==> src/rtl/usb_regs_pkg.sv <==
package usb_regs_pkg;

  // register offsets: memory space and configuration space
  localparam logic [7:0] OFS_REVISION = 8'h00;
  localparam logic [7:0] OFS_CONTROL = 8'h04;
  localparam logic [7:0] OFS_CMD_STATUS = 8'h08;
  localparam logic [7:0] OFS_EVT_STATUS = 8'h0C;
  localparam logic [7:0] OFS_EVT_EN_SET = 8'h10;
  localparam logic [7:0] OFS_EVT_EN_CLR = 8'h14;
  localparam logic [7:0] OFS_TEST_CTRL = 8'h40;
  localparam logic [7:0] OFS_OP_MODE = 8'h44;

  localparam logic [31:0] REVISION_VALUE = 32'h0000_0110;

  // control register fields
  localparam int CTL_IRQ_DEST = 8;
  localparam int CTL_STATE_LO = 6;
  localparam int CTL_BULK_ON = 5;
  localparam int CTL_CTRL_ON = 4;
  localparam int CTL_ISO_ON = 3;
  localparam int CTL_PERIODIC_ON = 2;
  localparam int CTL_RATIO_LO = 0;

  // command/status fields
  localparam int CMD_TALLY_LO = 16;
  localparam int CMD_OWNER_REQ = 3;
  localparam int CMD_BULK_PEND = 2;
  localparam int CMD_CTRL_PEND = 1;
  localparam int CMD_SOFT_RESET = 0;

  // event status / enable bit positions
  localparam int EV_GATE = 31;
  localparam int EV_OWNER = 30;
  localparam int EV_HUB = 6;
  localparam int EV_WRAP = 5;
  localparam int EV_FATAL = 4;
  localparam int EV_RESUME = 3;
  localparam int EV_SOF = 2;
  localparam int EV_DONE = 1;
  localparam int EV_OVERRUN = 0;
  localparam logic [31:0] EVT_IMPL_MASK = 32'h4000_006F;
  localparam logic [31:0] EN_IMPL_MASK = 32'hC000_006F;

  // engine test register fields
  localparam int TST_CODE_LO = 16;
  localparam int TST_TOGGLE = 15;
  localparam int TST_SPEED = 14;
  localparam int TST_FORMAT = 13;
  localparam int TST_DIR_LO = 11;
  localparam int TST_ADDR_LO = 0;

  // operational mode fields
  localparam int OM_OVERLAP_OFF = 8;
  localparam int OM_SMALL_BUF = 0;
  localparam logic [5:0] BUF_SMALL_BYTES = 6'h10;
  localparam logic [5:0] BUF_LARGE_BYTES = 6'h20;

  // software reset duration
  localparam int CLK_PERIOD_NS = 4;
  localparam int SOFT_RESET_NS = 100;
  localparam int SOFT_RESET_CYCLES = (SOFT_RESET_NS + CLK_PERIOD_NS - 1) / CLK_PERIOD_NS;

  typedef enum logic [1:0] {
    STATE_RESET = 2'b00,
    STATE_RESUME = 2'b01,
    STATE_OPERATIONAL = 2'b10,
    STATE_SUSPEND = 2'b11
  } hc_state_e;

  typedef enum logic [1:0] {
    SEQ_IDLE = 2'b01,
    SEQ_BUSY = 2'b10
  } seq_state_e;

  typedef struct packed {
    logic valid;
    logic write;
    logic cfg_space;
    logic [7:0] addr;
    logic [31:0] wdata;
    logic [3:0] be;
  } bus_req_s;

  typedef struct packed {
    logic valid;
    logic [31:0] rdata;
  } bus_rsp_s;

  typedef struct packed {
    logic [3:0] txn_completion_code;
    logic frame_counter_msb;
    logic hub_change;
    logic resume_seen;
    logic frame_start;
    logic done_list_posted;
    logic schedule_overrun;
    logic bulk_head_begin;
    logic ctrl_head_begin;
    logic bulk_fill_set;
    logic ctrl_fill_set;
    logic engine_status_ready;
    logic usb_bus_busy;
  } partner_in_s;

  typedef struct packed {
    logic test_data_toggle;
    logic test_endpoint_speed;
    logic test_endpoint_format;
    logic [1:0] test_txn_direction;
    logic [10:0] test_endpoint_address;
  } test_fields_s;

  typedef struct packed {
    hc_state_e controller_state_field;
    logic bulk_walk_on;
    logic ctrl_walk_on;
    logic iso_walk_on;
    logic periodic_walk_on;
    logic [1:0] ctrl_per_bulk_ratio;
    logic bulk_pending;
    logic ctrl_pending;
    logic engine_overlap_off;
    logic [5:0] buffer_region_bytes;
    logic completion_to_lp;
    logic soft_reset_active;
    logic irq_int;
    logic irq_smi;
  } ctrl_out_s;

  function automatic logic [31:0] be_mask(input logic [3:0] be);
    be_mask = {{8{be[3]}}, {8{be[2]}}, {8{be[1]}}, {8{be[0]}}};
  endfunction : be_mask

  function automatic logic [31:0] merge_be(input logic [31:0] old_v, input logic [31:0] new_v,
                                           input logic [3:0] be);
    merge_be = (old_v & ~be_mask(be)) | (new_v & be_mask(be));
  endfunction : merge_be

endpackage : usb_regs_pkg

==> src/rtl/event_bank.sv <==
`timescale 1ns/1ps
module event_bank
  import usb_regs_pkg::*;
(
  // clock and reset
  input wire logic clk,
  input wire logic rst_b,
  // hardware event pulses, one bit per status position
  input wire logic [31:0] set_evt,
  // software writes, data already masked by byte enables
  input wire logic clr_wr,
  input wire logic en_set_wr,
  input wire logic en_clr_wr,
  input wire logic [31:0] wmasked,
  // register contents
  output logic [31:0] status,
  output logic [31:0] enable
);
  typedef struct packed {
    logic [31:0] status;
    logic [31:0] enable;
  } bank_state_s;

  bank_state_s st_r;
  bank_state_s st_nxt;

  always_comb
  begin
    st_nxt = st_r;
    // a set arriving with the clearing write wins
    st_nxt.status = ((st_r.status & ~(clr_wr ? wmasked : 32'h0000_0000)) | set_evt)
                    & EVT_IMPL_MASK; // see [RQ18] see [RQ24] see [RQ20]
    st_nxt.enable = ((st_r.enable | (en_set_wr ? wmasked : 32'h0000_0000))
                    & ~(en_clr_wr ? wmasked : 32'h0000_0000))
                    & EN_IMPL_MASK; // see [RQ21] see [RQ22]
  end

  always_ff @(posedge clk or negedge rst_b)
  begin
    if (!rst_b)
      st_r <= '0;
    else
      st_r <= st_nxt;
  end

  assign status = st_r.status;
  assign enable = st_r.enable;

  a_fatal_stays_zero: assert property (@(posedge clk) disable iff (!rst_b)
    !status[EV_FATAL] && !enable[EV_FATAL]) else $error("fatal error bit not zero"); // see [RQ20]
  a_enable_set_w1: assert property (@(posedge clk) disable iff (!rst_b)
    en_set_wr && wmasked[EV_SOF] |=> enable[EV_SOF]) else $error("enable set ignored"); // see [RQ21]
  a_status_zero_keeps: assert property (@(posedge clk) disable iff (!rst_b)
    clr_wr && !wmasked[EV_HUB] && status[EV_HUB] |=> status[EV_HUB])
    else $error("status lost on zero write"); // see [RQ24]

endmodule : event_bank

==> src/rtl/soft_reset_seq.sv <==
`timescale 1ns/1ps
module soft_reset_seq
  import usb_regs_pkg::*;
#(
  parameter int RESET_CYCLES = SOFT_RESET_CYCLES
)
(
  // clock and reset
  input wire logic clk,
  input wire logic rst_b,
  // control
  input wire logic start,
  output logic busy,
  output logic done
);
  typedef struct packed {
    seq_state_e fsm;
    logic [15:0] count;
    logic done;
  } seq_state_s;

  seq_state_s st_r;
  seq_state_s st_nxt;

  always_comb
  begin
    st_nxt = st_r;
    st_nxt.done = 1'b0;
    case (st_r.fsm)
      SEQ_IDLE:
      begin
        if (start)
        begin
          st_nxt.fsm = SEQ_BUSY;
          st_nxt.count = 16'(RESET_CYCLES - 1);
        end
      end
      SEQ_BUSY:
      begin
        if (st_r.count == 16'h0000)
        begin
          st_nxt.fsm = SEQ_IDLE;
          st_nxt.done = 1'b1;
        end
        else
          st_nxt.count = st_r.count - 16'h0001;
      end
      default:
        st_nxt.fsm = SEQ_IDLE;
    endcase
  end

  always_ff @(posedge clk or negedge rst_b)
  begin
    if (!rst_b)
    begin
      st_r.fsm <= SEQ_IDLE;
      st_r.count <= 16'h0000;
      st_r.done <= 1'b0;
    end
    else
      st_r <= st_nxt;
  end

  assign busy = (st_r.fsm == SEQ_BUSY);
  assign done = st_r.done;

endmodule : soft_reset_seq

==> src/rtl/usb_host_op_regs.sv <==
// What this block does
// [RQ1] test register bits 19-16 show completion code
// [RQ2] test mode fields written at bits 15-0
// [RQ3] write-only bits always read back zero
// [RQ4] overlap off holds completion until bus idle
// [RQ5] buffer region 16 bytes if set, else 32
// [RQ6] revision register reads constant 00000110h
// [RQ7] control bit 8 routes interrupt to smi
// [RQ8] control bits 7-6 hold written controller state
// [RQ9] suspend moves to resume on resume signalling
// [RQ10] bulk and control list enables gate walking
// [RQ11] iso bit clear skips isochronous descriptors only
// [RQ12] periodic enable sampled at each frame start
// [RQ13] bits 1-0 set control per bulk ratio
// [RQ14] overrun tally counts overruns, wraps at four
// [RQ15] owner request write sets owner swap status
// [RQ16] list pending bits cleared at head processing
// [RQ17] soft reset bit self-clears after reset completes
// [RQ18] status bits set by hardware, cleared by software
// [RQ19] listed events set their status bits
// [RQ20] fatal error bit reads zero, writes ignored
// [RQ21] enable set/clear registers write one to act
// [RQ22] enable bit 31 gates every interrupt
// [RQ23] interrupt raised when status, enable, gate agree
// [RQ24] writing one clears a status bit
`timescale 1ns/1ps
module usb_host_op_regs
  import usb_regs_pkg::*;
#(
  parameter int RESET_CYCLES = usb_regs_pkg::SOFT_RESET_CYCLES
)
(
  // clock and reset
  input wire logic clk,
  input wire logic rst_b,
  // register access from the bus interface unit
  input wire usb_regs_pkg::bus_req_s bus_req,
  output usb_regs_pkg::bus_rsp_s bus_rsp,
  // partner blocks: list processor, frame management, serial engine
  input wire usb_regs_pkg::partner_in_s partner,
  // controls and interrupt lines
  output usb_regs_pkg::ctrl_out_s ctrl,
  output usb_regs_pkg::test_fields_s test_fields
);
  import usb_regs_pkg::*;

  typedef struct packed {
    logic irq_dest;
    hc_state_e hc_state;
    logic bulk_on;
    logic ctrl_on;
    logic iso_on;
    logic periodic_on;
    logic periodic_go;
    logic [1:0] ratio;
    logic [1:0] tally;
    logic owner_req;
    logic bulk_pend;
    logic ctrl_pend;
    logic reset_cmd;
    logic overlap_off;
    logic small_buf;
    logic [5:0] buf_bytes;
    test_fields_s test;
    logic frame_msb_q;
    logic completion;
    logic irq_int;
    logic irq_smi;
    bus_rsp_s rsp;
  } top_state_s;

  top_state_s st_r;
  top_state_s st_nxt;

  logic [31:0] evt_status;
  logic [31:0] evt_enable;
  logic [31:0] set_evt;
  logic [31:0] wmasked;
  logic seq_busy;
  logic seq_done;
  logic seq_start;
  logic wr_mem;
  logic wr_cfg;
  logic rd_any;
  logic wr_ctl;
  logic wr_cmd;
  logic irq_pending;
  logic [31:0] ctl_word;
  logic [31:0] ctl_new;
  logic [31:0] tst_new;
  logic [31:0] om_new;
  logic [31:0] addr_merge;

  assign wr_mem = bus_req.valid && bus_req.write && !bus_req.cfg_space;
  assign wr_cfg = bus_req.valid && bus_req.write && bus_req.cfg_space;
  assign rd_any = bus_req.valid && !bus_req.write;
  assign wr_ctl = wr_mem && (bus_req.addr == OFS_CONTROL);
  assign wr_cmd = wr_mem && (bus_req.addr == OFS_CMD_STATUS);
  assign wmasked = bus_req.wdata & be_mask(bus_req.be);

  // control register as software sees it
  always_comb
  begin
    ctl_word = 32'h0000_0000;
    ctl_word[CTL_IRQ_DEST] = st_r.irq_dest;
    ctl_word[CTL_STATE_LO +: 2] = st_r.hc_state;
    ctl_word[CTL_BULK_ON] = st_r.bulk_on;
    ctl_word[CTL_CTRL_ON] = st_r.ctrl_on;
    ctl_word[CTL_ISO_ON] = st_r.iso_on;
    ctl_word[CTL_PERIODIC_ON] = st_r.periodic_on;
    ctl_word[CTL_RATIO_LO +: 2] = st_r.ratio;
  end

  assign ctl_new = merge_be(ctl_word, bus_req.wdata, bus_req.be);
  assign tst_new = merge_be(32'h0000_0000, bus_req.wdata, bus_req.be);
  assign om_new = merge_be({23'h000000, st_r.overlap_off, 7'h00, st_r.small_buf},
                           bus_req.wdata, bus_req.be);
  // address straddles two byte lanes: a single-lane write keeps the other lane
  assign addr_merge = merge_be({21'h000000, st_r.test.test_endpoint_address},
                               bus_req.wdata, bus_req.be);

  // hardware events into the status bank
  always_comb
  begin
    set_evt = 32'h0000_0000;
    // a write of one to the owner request raises the event once per write
    set_evt[EV_OWNER] = wr_cmd && wmasked[CMD_OWNER_REQ]; // see [RQ15]
    set_evt[EV_HUB] = partner.hub_change; // see [RQ19]
    set_evt[EV_WRAP] = partner.frame_counter_msb != st_r.frame_msb_q; // see [RQ19]
    set_evt[EV_RESUME] = partner.resume_seen; // see [RQ19]
    set_evt[EV_SOF] = partner.frame_start; // see [RQ19]
    set_evt[EV_DONE] = partner.done_list_posted; // see [RQ19]
    set_evt[EV_OVERRUN] = partner.schedule_overrun; // see [RQ19]
  end

  // only software writing one to an idle bit starts a reset
  assign seq_start = wr_cmd && wmasked[CMD_SOFT_RESET] && !st_r.reset_cmd;

  assign irq_pending = evt_enable[EV_GATE]
                       && (|(evt_status & evt_enable & EVT_IMPL_MASK)); // see [RQ22] see [RQ23]

  event_bank u_event_bank (
    .clk(clk),
    .rst_b(rst_b),
    .set_evt(set_evt),
    .clr_wr(wr_mem && (bus_req.addr == OFS_EVT_STATUS)),
    .en_set_wr(wr_mem && (bus_req.addr == OFS_EVT_EN_SET)),
    .en_clr_wr(wr_mem && (bus_req.addr == OFS_EVT_EN_CLR)),
    .wmasked(wmasked),
    .status(evt_status),
    .enable(evt_enable)
  );

  soft_reset_seq #(
    .RESET_CYCLES(RESET_CYCLES)
  ) u_soft_reset_seq (
    .clk(clk),
    .rst_b(rst_b),
    .start(seq_start),
    .busy(seq_busy),
    .done(seq_done)
  );

  always_comb
  begin
    st_nxt = st_r;
    st_nxt.frame_msb_q = partner.frame_counter_msb;

    // control register
    if (wr_ctl)
    begin
      st_nxt.irq_dest = ctl_new[CTL_IRQ_DEST]; // see [RQ7]
      st_nxt.hc_state = hc_state_e'(ctl_new[CTL_STATE_LO +: 2]); // see [RQ8]
      st_nxt.bulk_on = ctl_new[CTL_BULK_ON]; // see [RQ10]
      st_nxt.ctrl_on = ctl_new[CTL_CTRL_ON]; // see [RQ10]
      st_nxt.iso_on = ctl_new[CTL_ISO_ON]; // see [RQ11]
      st_nxt.periodic_on = ctl_new[CTL_PERIODIC_ON];
      st_nxt.ratio = ctl_new[CTL_RATIO_LO +: 2]; // see [RQ13]
    end
    else if (st_r.hc_state == STATE_SUSPEND && partner.resume_seen)
      st_nxt.hc_state = STATE_RESUME; // see [RQ9]

    // periodic enable takes effect only at a frame boundary
    if (partner.frame_start)
      st_nxt.periodic_go = st_r.periodic_on; // see [RQ12]

    // command/status register
    if (partner.schedule_overrun)
      st_nxt.tally = st_r.tally + 2'b01; // see [RQ14]
    if (wr_cmd && bus_req.be[0])
      st_nxt.owner_req = bus_req.wdata[CMD_OWNER_REQ]; // see [RQ15]
    // head processing clears, any set in the same cycle wins
    if (partner.bulk_head_begin)
      st_nxt.bulk_pend = 1'b0;
    if (partner.ctrl_head_begin)
      st_nxt.ctrl_pend = 1'b0;
    if (partner.bulk_fill_set || (wr_cmd && wmasked[CMD_BULK_PEND]))
      st_nxt.bulk_pend = 1'b1; // see [RQ16]
    if (partner.ctrl_fill_set || (wr_cmd && wmasked[CMD_CTRL_PEND]))
      st_nxt.ctrl_pend = 1'b1; // see [RQ16]
    if (seq_start)
      st_nxt.reset_cmd = 1'b1;
    if (seq_done)
    begin
      // reset leaves the controller suspended with lists off
      st_nxt.reset_cmd = 1'b0; // see [RQ17]
      st_nxt.hc_state = STATE_SUSPEND;
      st_nxt.bulk_on = 1'b0;
      st_nxt.ctrl_on = 1'b0;
      st_nxt.iso_on = 1'b0;
      st_nxt.periodic_on = 1'b0;
      st_nxt.periodic_go = 1'b0;
      st_nxt.bulk_pend = 1'b0;
      st_nxt.ctrl_pend = 1'b0;
    end

    // configuration space
    if (wr_cfg && bus_req.addr == OFS_TEST_CTRL)
    begin
      st_nxt.test.test_data_toggle = tst_new[TST_TOGGLE]; // see [RQ2]
      st_nxt.test.test_endpoint_speed = tst_new[TST_SPEED];
      st_nxt.test.test_endpoint_format = tst_new[TST_FORMAT];
      if (bus_req.be[1])
        st_nxt.test.test_txn_direction = tst_new[TST_DIR_LO +: 2];
      if (bus_req.be[1] || bus_req.be[0])
        st_nxt.test.test_endpoint_address = tst_new[TST_ADDR_LO +: 11];
      if (!bus_req.be[1])
      begin
        st_nxt.test.test_data_toggle = st_r.test.test_data_toggle;
        st_nxt.test.test_endpoint_speed = st_r.test.test_endpoint_speed;
        st_nxt.test.test_endpoint_format = st_r.test.test_endpoint_format;
      end
      if (bus_req.be[1] != bus_req.be[0])
        st_nxt.test.test_endpoint_address = addr_merge[TST_ADDR_LO +: 11];
    end
    if (wr_cfg && bus_req.addr == OFS_OP_MODE)
    begin
      st_nxt.overlap_off = om_new[OM_OVERLAP_OFF];
      st_nxt.small_buf = om_new[OM_SMALL_BUF];
      st_nxt.buf_bytes = om_new[OM_SMALL_BUF] ? BUF_SMALL_BYTES
                                              : BUF_LARGE_BYTES; // see [RQ5]
    end

    // completion back to the list processor waits for an idle bus only while overlap is off
    st_nxt.completion = partner.engine_status_ready
                        && !(st_r.overlap_off && partner.usb_bus_busy); // see [RQ4]

    st_nxt.irq_int = irq_pending && !st_r.irq_dest; // see [RQ7] see [RQ23]
    st_nxt.irq_smi = irq_pending && st_r.irq_dest; // see [RQ7] see [RQ23]

    // read path: answer every access one cycle later, unmapped reads zero
    st_nxt.rsp.valid = bus_req.valid;
    st_nxt.rsp.rdata = 32'h0000_0000;
    if (rd_any && !bus_req.cfg_space)
    begin
      case (bus_req.addr)
        OFS_REVISION: st_nxt.rsp.rdata = REVISION_VALUE; // see [RQ6]
        OFS_CONTROL: st_nxt.rsp.rdata = ctl_word;
        OFS_CMD_STATUS:
        begin
          st_nxt.rsp.rdata[CMD_TALLY_LO +: 2] = st_r.tally;
          st_nxt.rsp.rdata[CMD_OWNER_REQ] = st_r.owner_req;
          st_nxt.rsp.rdata[CMD_BULK_PEND] = st_r.bulk_pend;
          st_nxt.rsp.rdata[CMD_CTRL_PEND] = st_r.ctrl_pend;
          st_nxt.rsp.rdata[CMD_SOFT_RESET] = st_r.reset_cmd;
        end
        OFS_EVT_STATUS: st_nxt.rsp.rdata = evt_status;
        OFS_EVT_EN_SET: st_nxt.rsp.rdata = evt_enable;
        OFS_EVT_EN_CLR: st_nxt.rsp.rdata = evt_enable;
        default: st_nxt.rsp.rdata = 32'h0000_0000;
      endcase
    end
    else if (rd_any)
    begin
      case (bus_req.addr)
        // write-only test fields never read back
        OFS_TEST_CTRL:
          st_nxt.rsp.rdata[TST_CODE_LO +: 4] = partner.txn_completion_code; // see [RQ1] see [RQ3]
        OFS_OP_MODE: st_nxt.rsp.rdata = {23'h000000, st_r.overlap_off, 7'h00, st_r.small_buf};
        default: st_nxt.rsp.rdata = 32'h0000_0000;
      endcase
    end
  end

  always_ff @(posedge clk or negedge rst_b)
  begin
    if (!rst_b)
    begin
      st_r <= '0;
      st_r.hc_state <= STATE_RESET;
      st_r.buf_bytes <= BUF_LARGE_BYTES;
    end
    else
      st_r <= st_nxt;
  end

  assign bus_rsp = st_r.rsp;
  assign test_fields = st_r.test;
  assign ctrl.controller_state_field = st_r.hc_state;
  assign ctrl.bulk_walk_on = st_r.bulk_on; // see [RQ10]
  assign ctrl.ctrl_walk_on = st_r.ctrl_on; // see [RQ10]
  assign ctrl.iso_walk_on = st_r.iso_on; // see [RQ11]
  assign ctrl.periodic_walk_on = st_r.periodic_go; // see [RQ12]
  assign ctrl.ctrl_per_bulk_ratio = st_r.ratio; // see [RQ13]
  assign ctrl.bulk_pending = st_r.bulk_pend;
  assign ctrl.ctrl_pending = st_r.ctrl_pend;
  assign ctrl.engine_overlap_off = st_r.overlap_off;
  assign ctrl.buffer_region_bytes = st_r.buf_bytes;
  assign ctrl.completion_to_lp = st_r.completion;
  assign ctrl.soft_reset_active = st_r.reset_cmd;
  assign ctrl.irq_int = st_r.irq_int;
  assign ctrl.irq_smi = st_r.irq_smi;

  a_revision_read: assert property (@(posedge clk) disable iff (!rst_b)
    rd_any && !bus_req.cfg_space && bus_req.addr == OFS_REVISION
    |=> bus_rsp.valid && bus_rsp.rdata == REVISION_VALUE) else $error("revision wrong"); // see [RQ6]
  a_test_wo_zero: assert property (@(posedge clk) disable iff (!rst_b)
    rd_any && bus_req.cfg_space && bus_req.addr == OFS_TEST_CTRL
    |=> bus_rsp.rdata[15:0] == 16'h0000
        && bus_rsp.rdata[19:16] == $past(partner.txn_completion_code))
    else $error("test register readback wrong"); // see [RQ3]
  a_completion_hold: assert property (@(posedge clk) disable iff (!rst_b)
    st_r.overlap_off && partner.usb_bus_busy |=> !ctrl.completion_to_lp)
    else $error("completion passed during bus activity"); // see [RQ4]
  a_irq_route: assert property (@(posedge clk) disable iff (!rst_b)
    irq_pending && !wr_ctl ##1 !wr_ctl |-> (ctrl.irq_smi == st_r.irq_dest)
      && (ctrl.irq_int != st_r.irq_dest)) else $error("interrupt misrouted"); // see [RQ7]
  a_gate_blocks: assert property (@(posedge clk) disable iff (!rst_b)
    !evt_enable[EV_GATE] |=> !ctrl.irq_int && !ctrl.irq_smi)
    else $error("interrupt without global gate"); // see [RQ22]
  a_resume_force: assert property (@(posedge clk) disable iff (!rst_b)
    st_r.hc_state == STATE_SUSPEND && partner.resume_seen && !wr_ctl && !seq_done
    |=> st_r.hc_state == STATE_RESUME) else $error("resume not taken"); // see [RQ9]
  a_tally_step: assert property (@(posedge clk) disable iff (!rst_b)
    partner.schedule_overrun |=> st_r.tally == $past(st_r.tally) + 2'b01)
    else $error("overrun tally wrong"); // see [RQ14]
  a_owner_event: assert property (@(posedge clk) disable iff (!rst_b)
    wr_cmd && wmasked[CMD_OWNER_REQ] |=> evt_status[EV_OWNER])
    else $error("owner swap not flagged"); // see [RQ15]
  a_pend_clear: assert property (@(posedge clk) disable iff (!rst_b)
    partner.ctrl_head_begin && !partner.ctrl_fill_set && !wr_cmd
    |=> !st_r.ctrl_pend) else $error("control pending not cleared"); // see [RQ16]
  a_reset_selfclr: assert property (@(posedge clk) disable iff (!rst_b)
    seq_start |=> st_r.reset_cmd ##[1:300] !st_r.reset_cmd)
    else $error("soft reset did not clear"); // see [RQ17]
  a_busy_holds_cmd: assert property (@(posedge clk) disable iff (!rst_b) // see [RQ17]
    seq_busy |-> st_r.reset_cmd) else $error("soft reset bit dropped early");
  a_wrap_event: assert property (@(posedge clk) disable iff (!rst_b)
    partner.frame_counter_msb != st_r.frame_msb_q |=> evt_status[EV_WRAP])
    else $error("frame wrap not flagged"); // see [RQ19]

  c_irq_int: cover property (@(posedge clk) disable iff (!rst_b) $rose(ctrl.irq_int));
  c_irq_smi: cover property (@(posedge clk) disable iff (!rst_b) $rose(ctrl.irq_smi));
  c_reset_done: cover property (@(posedge clk) disable iff (!rst_b) seq_done);
  c_tally_wrap: cover property (@(posedge clk) disable iff (!rst_b)
    partner.schedule_overrun && st_r.tally == 2'b11);

endmodule : usb_host_op_regs

==> config.mk <==
export PLATFORM = sky130hd
export DESIGN_NAME = usb_host_op_regs
export DESIGN_NICKNAME = d
export VERILOG_FILES = /design/src/rtl/usb_regs_pkg.sv /design/src/rtl/event_bank.sv /design/src/rtl/soft_reset_seq.sv /design/src/rtl/usb_host_op_regs.sv
export SDC_FILE = /design/constraint.sdc
export NUM_CORES = 1
export LEC_CHECK = 0
export BUFFER_PORTS_ARGS = -buffer_cell sky130_fd_sc_hd__buf_2
export CAP_MARGIN = 25
export CORE_ASPECT_RATIO = 0.9
export CORE_UTILIZATION = 52
export DETAILED_ROUTE_END_ITERATION = 8
export PLACE_DENSITY = 0.8
export SYNTH_ARGS = -nofsm -noshare
export SYNTH_HDL_FRONTEND = slang
export SYNTH_SLANG_ARGS = --single-unit
==> constraint.sdc <==
create_clock -name clk -period 2.8 [get_ports clk]
set_input_delay 0.42 -clock clk [delete_from_list [all_inputs] [get_ports clk]]
set_output_delay 0.42 -clock clk [all_outputs]
set_load 0.02 [all_outputs]
Yosys cells after proc, flatten, opt, wreduce, memory -nomap -nowiden
Cells that the tools add are included.

Word-level logic and storage cells: 144. Output and inout bits: 70. Input port bits: 65. Register bits: 111.

Bitwise operators: 15. Add/sub/neg operators: 2. Multiplexer cells: 32. Eq/ne operators: 15. Reductions and logical operators: 48.

Operators with widths (number): $mux 32 (3); $and 32x32->32 (2); $and 31x31->31 (2); $not 32->32 (1); $or 32x32->32 (1); $pmux 16 s2 (1); $mux 31 (1); $not 31->31 (1); $or 31x31->31 (1); $pmux 14 s2 (1); $logic_and 1x1->1 (24); $mux 11 (2); $mux 20 (1); $pmux 5 s4 (1); $and 9x9->9 (2); $mux 18 (1); $or 9x9->9 (2); $eq 8x4->1 const B (2); $eq 8x5->1 const B (2); $eq 8x7->1 const B (2); $logic_not 16->1 (1); $mux 16 (1); $pmux 4 s4 (1); $sub 16x1->16 const B (1); 27 further kinds (55).

Logic depth before layout (Yosys ltp)
Word-level depth: 7. Mapped depth: 8. Gate-level depth less buffers: 6.

Modules after synthesis
Synthesis repeated with hierarchy kept, for this count alone.

Cell total of the unflattened synthesis: 603. Area total of the unflattened synthesis: 6087.1 um^2.

By module, submodules not included: usb_host_op_regs (area each 4120.2 um^2, cells each 397, sequential area each 1803.0 um^2, instances 1); soft_reset_seq (area each 1049.8 um^2, cells each 109, sequential area each 476.7 um^2, instances 1); event_bank (area each 917.1 um^2, cells each 97, sequential area each 375.4 um^2, instances 1).

Worst setup path after synthesis
Ideal clock, no wire load.

Kind: input-to-reg. Start: input bus_req[41] in the netlist's numbering. End: register (tool-made name). Cell stages on the path: 4. Data arrival time: 1931 ps. Library setup time: 125 ps. Required time: 2675 ps. Path buffers: 1. Slack: 744 ps. Cell sequence: or4_1 -> buf_2 -> nor4_4 -> mux2_2.

RTL lines: start, declared (line usb_host_op_regs.sv:37) `input wire usb_regs_pkg::bus_req_s bus_req,`.

Final worst setup path
Start: register u_soft_reset_seq.st_r[1] in the netlist's numbering. End: register u_soft_reset_seq.st_r[1] in the netlist's numbering.

Longest elaborated chain between the ends: 3. Elaborated cells between the ends (all ways): 6. Those cells by class: 1 x add/sub; 1 x eq/ne; 2 x mux; 2 x reduce/logical.

Ends and longest elaborated chain: start, declared (line soft_reset_seq.sv:22) `seq_state_s st_r;`; start signal, assigned (line soft_reset_seq.sv:62) `st_r <= st_nxt;`; $sub 16x1->16 or $logic_not 16->1 (tied branches) (line soft_reset_seq.sv:46, soft_reset_seq.sv:40); $mux 16 or $ne 2x2->1 (tied branches); $pmux 16 s2 or $reduce_and 3->1 (tied branches).

Parallel ways exist; a longest one is shown, timed or not. The select of a mux whose other input is x is not followed. A chain may end at the register's enable or synchronous reset.

==> impl_summary.txt <==
----------------------------------------------------
[Status]
  Run status ... finished, final reports clean

[Layout]
  Area overhead of the layout relative to synthesis ... 8.14%
  Diodes inserted ... 0
  Count of placed standard cells in the final layout, fillers left out ... around 650
  Final-layout fill cell count ... 756
  Utilization after layout ... between 50% and 60%
  Number of nets at the end of the flow ... 592
  Fraction of layout cells with a size suffix above 1 ... 26.9%

[Global routing]
  Global-route total usage across every layer ... 24.4%
  Maximum number of pins on one net before global-route repair ... 90
  Via count of the first global-routing pass ... about 3500
  Number of antenna violations at the first check in global routing ... 1
  Congestion Overflow GR ... 0
  Wire length of the first global-routing pass ... 17600 um

[Timing]
  Slew at the pin closest to its max-slew limit ... 915 ps
  Minimum hold slack ... 85.1 ps
  Final cycle utilization of the critical path ... 81.2%
  Final setup margin ... 527 ps
  Final slew viol count ... 0
  Setup-violating endpoint count in the final report ... 0
  Final min period ... 2270 ps
  RSZ-0062 raised after global routing ... false
  Final Hold Viols ... 0
  Total Negative Setup Slacks ... 0 ps
  Maximum achievable frequency ... 440 MHz
  Clock skew after layout ... 11.6 ps
  Worst slew margin relative to its limit ... 38.9%

[Clocking]
  Number of hold buffers added after CTS ... 0
  Number of sinks handled by clock tree synthesis ... 89
  Total clock buffers created by CTS ... 9
  Root Buffer Master ... clkbuf_8
  # Post-CTS Setup Buffers ... 0
  Number of buffers on the longest clock path ... 2
  Total number of H-tree levels ... 3
  Skew-Pair Late Insertion Delay ... 350 ps
  Clock slew seen by the registers of the worst setup and hold paths ... 90 ps
  Post_cts resized ... 0
  TritonCTS clock tree ... done

[Worst hold path]
  Worst hold path type ... input pin to async pin

[Worst setup path]
  Ordered list of cells on the worst path ... inv_1 > ha_1 > or4b_2 > nor4_4 > o21ai_1 > o21ai_0
  Standard cell with the maximum stage delay on the critical path ... or4b_2
  Crit path capture type ... flop
  CP Data Arrival Time ... 2530 ps
  Largest fanout on the critical path ... 6
  Critical path class ... flop to flop
  Maximum cell stage delay along the critical path ... 670 ps
  Req. time, crit path ... slightly above 3000 ps
  Startpoint kind of the worst setup timing path ... flop

[Floorplanning]
  Area of the die ... approximately 9500 um^2
  Vertical die dimension ... 92.4 um
  Core footprint ... 8690 um^2
  Cell row count ... 32
  Die span in x ... 102 um
  I/O pin count ... about 140
  Initial core utilization ... 54.3%

[Routing]
  DR vias ... about 3700
  Detail-routed via count per cell ... 5.76
  Drc violations ... 0
  DRC marker count from the first detailed-route iteration ... 331
  Count of nets left with antenna violations after detail routing ... 0
  Wire length per cell after detailed routing ... 16.8 um
  Pre-Repair DR Iteration Count ... 5
  Wirelength, routed ... 10900 um

[Power]
  Cell leakage power ... 2.41 nW
  Power Density ... ~470 nW/um^2
  Largest voltage drop on the vdd net ... 0.249 mV

[Logic synthesis]
  Flop and latch count out of synthesis ... 89
  Yosys warning total ... 0
  Top cells by area, synth ... dfrtp_1 (46%), buf_4 (11%), mux2i_1 (3.8%)
  Proportion of synthesized chip area in sequential cells ... 47.2%
  Cell area after synthesis ... about 4700 um^2
  Portion of synthesized cell area occupied by the leading cell type ... 46.1%
  Distinct cell type count of the synthesized netlist ... 57
  Async set or reset register ratio after synthesis ... 100%
  Syn avg cell area ... 10.0 um^2
  Most used DFF post-synth ... dfrtp_1
  Post-Syn Instances ... 471
  Number of enable-type register cells in the synthesized netlist ... 0
  Cell type with the largest total area after synthesis ... dfrtp_1

[Placed design]
  Final Wtd Congestion ... 0.911
  Buffers added on ports ... 98
  Post-DP HPWL ... 7900 um
  Setup slack after placement ... 370 ps
  Placed cell count ... 631

[Job]
  Max-Cap Viols ... 0

----------------------------------------------------
[layout make-up]
class,count,area [um^2],share of cell area (%)
sequential,89,2230,43.7
clock inverter,4,53.8,1.05
inverter,9,33.8,0.662
tap,119,149,2.92
clock buffer,11,131,2.57
timing repair buffer,104,551,10.8
multi-input combinational,310,1960,38.3
[cell usage in the layout, fill, tap and decap left out, drive strengths merged, types with 6 or more instances in the layout]
| master | Yosys | routed |
|---|---|---|
| buf | 73 | 104 |
| dfrtp | 87 | 87 |
| nand2 | 45 | 45 |
| o21ai | 30 | 30 |
| nor2 | 26 | 26 |
| conb | 1 | 21 |
| mux2i | 18 | 18 |
| nand3 | 15 | 15 |
| nor3 | 12 | 12 |
| mux2 | 12 | 12 |
| clkbuf | 10 | 11 |
| nor4 | 11 | 11 |
| nand4 | 10 | 10 |
| a21oi | 10 | 10 |
| inv | 9 | 10 |
| o31ai | 9 | 9 |
| a22oi | 9 | 9 |
| or3 | 9 | 9 |
| nor4b | 6 | 6 |
| or4 | 6 | 6 |
[power breakdown]
part	internal [mW]	total, mW	switching (mW)
Sequential	1.31	1.33	0.0189
Clock	0.412	0.863	0.451
Combinational	0.0689	0.211	0.143
Total	1.79	2.40	0.612
[routing by layer]
metal / up-vias / global-route usage (%) / routed length (um) / share of wire (%)
met4: 2 / 9.17 / 229 / 2.1
met3: 22 / 5.51 / 937 / 8.6
met5: - / 0 / 13 / 0.12
li1: 1711 / - / - / -
met2: 181 / 36.7 / 4940 / 46
met1: 1806 / 34.2 / 4740 / 44
[metrics by stage]
step	area [um^2]	total power [mW]
after floorplan	4790	1.48
after global placement	4920	1.55
after detailed placement	4920	1.56
after CTS	5100	2.41
after global routing	5100	2.48
final	5100	2.40
[critical path, delay by kind of cell, from the launching register on]
family,cells,cell delay (ps)
flops,1,380
buf+inv,1,80
compound gates,2,370
simple gates,2,1110
fa+ha+maj,1,230
[cell usage after synthesis, drive strengths merged, types with 3 or more instances]
master,instances
and3,4
nand2b,4
o31ai,9
or4,6
dfrtp,87
buf,73
nand3,15
a21o,4
nor4,11
mux2,12
o21ai,30
nor2,26
nor3,12
clkbuf,10
a21oi,10
mux2i,18
o22a,3
nor2b,4
nor3b,3
nor4b,6
a22oi,9
nand2,45
or3,9
nand4,10
inv,9
and2,4
ha,4
[cells by family after synthesis]
group / share of synthesized area (%)
AND/OR/NAND/NOR: 20.6
buffers and inverters: 12.9
flip-flops: 47.2
AO/OA/AOI/OAI: 10.9
multiplexers: 6.68
adder cells (fa/ha/maj): 1.06
XOR/XNOR: 0.557
other: 0.0795
[final timing paths]
| kind | startpoint | to | slack (ps) | depth (start not counted) |
|---|---|---|---|---|
| max | u_soft_reset_seq.st_r[1] | u_soft_reset_seq.st_r[1] | 530 | 6 |
| max reg2reg | u_soft_reset_seq.st_r[1] | u_soft_reset_seq.st_r[1] | 530 | 6 |
| max in group asynchronous | rst_b | ctrl[9] | 2330 | 2 |
| min | rst_b | ctrl[15] | 90 | 2 |
| min in group clk | partner[11] | st_r[36] | 190 | 1 |
| min reg2reg | flop | flop | 480 | 2 |
No activity file was read; power rests on OpenSTA's default activity.
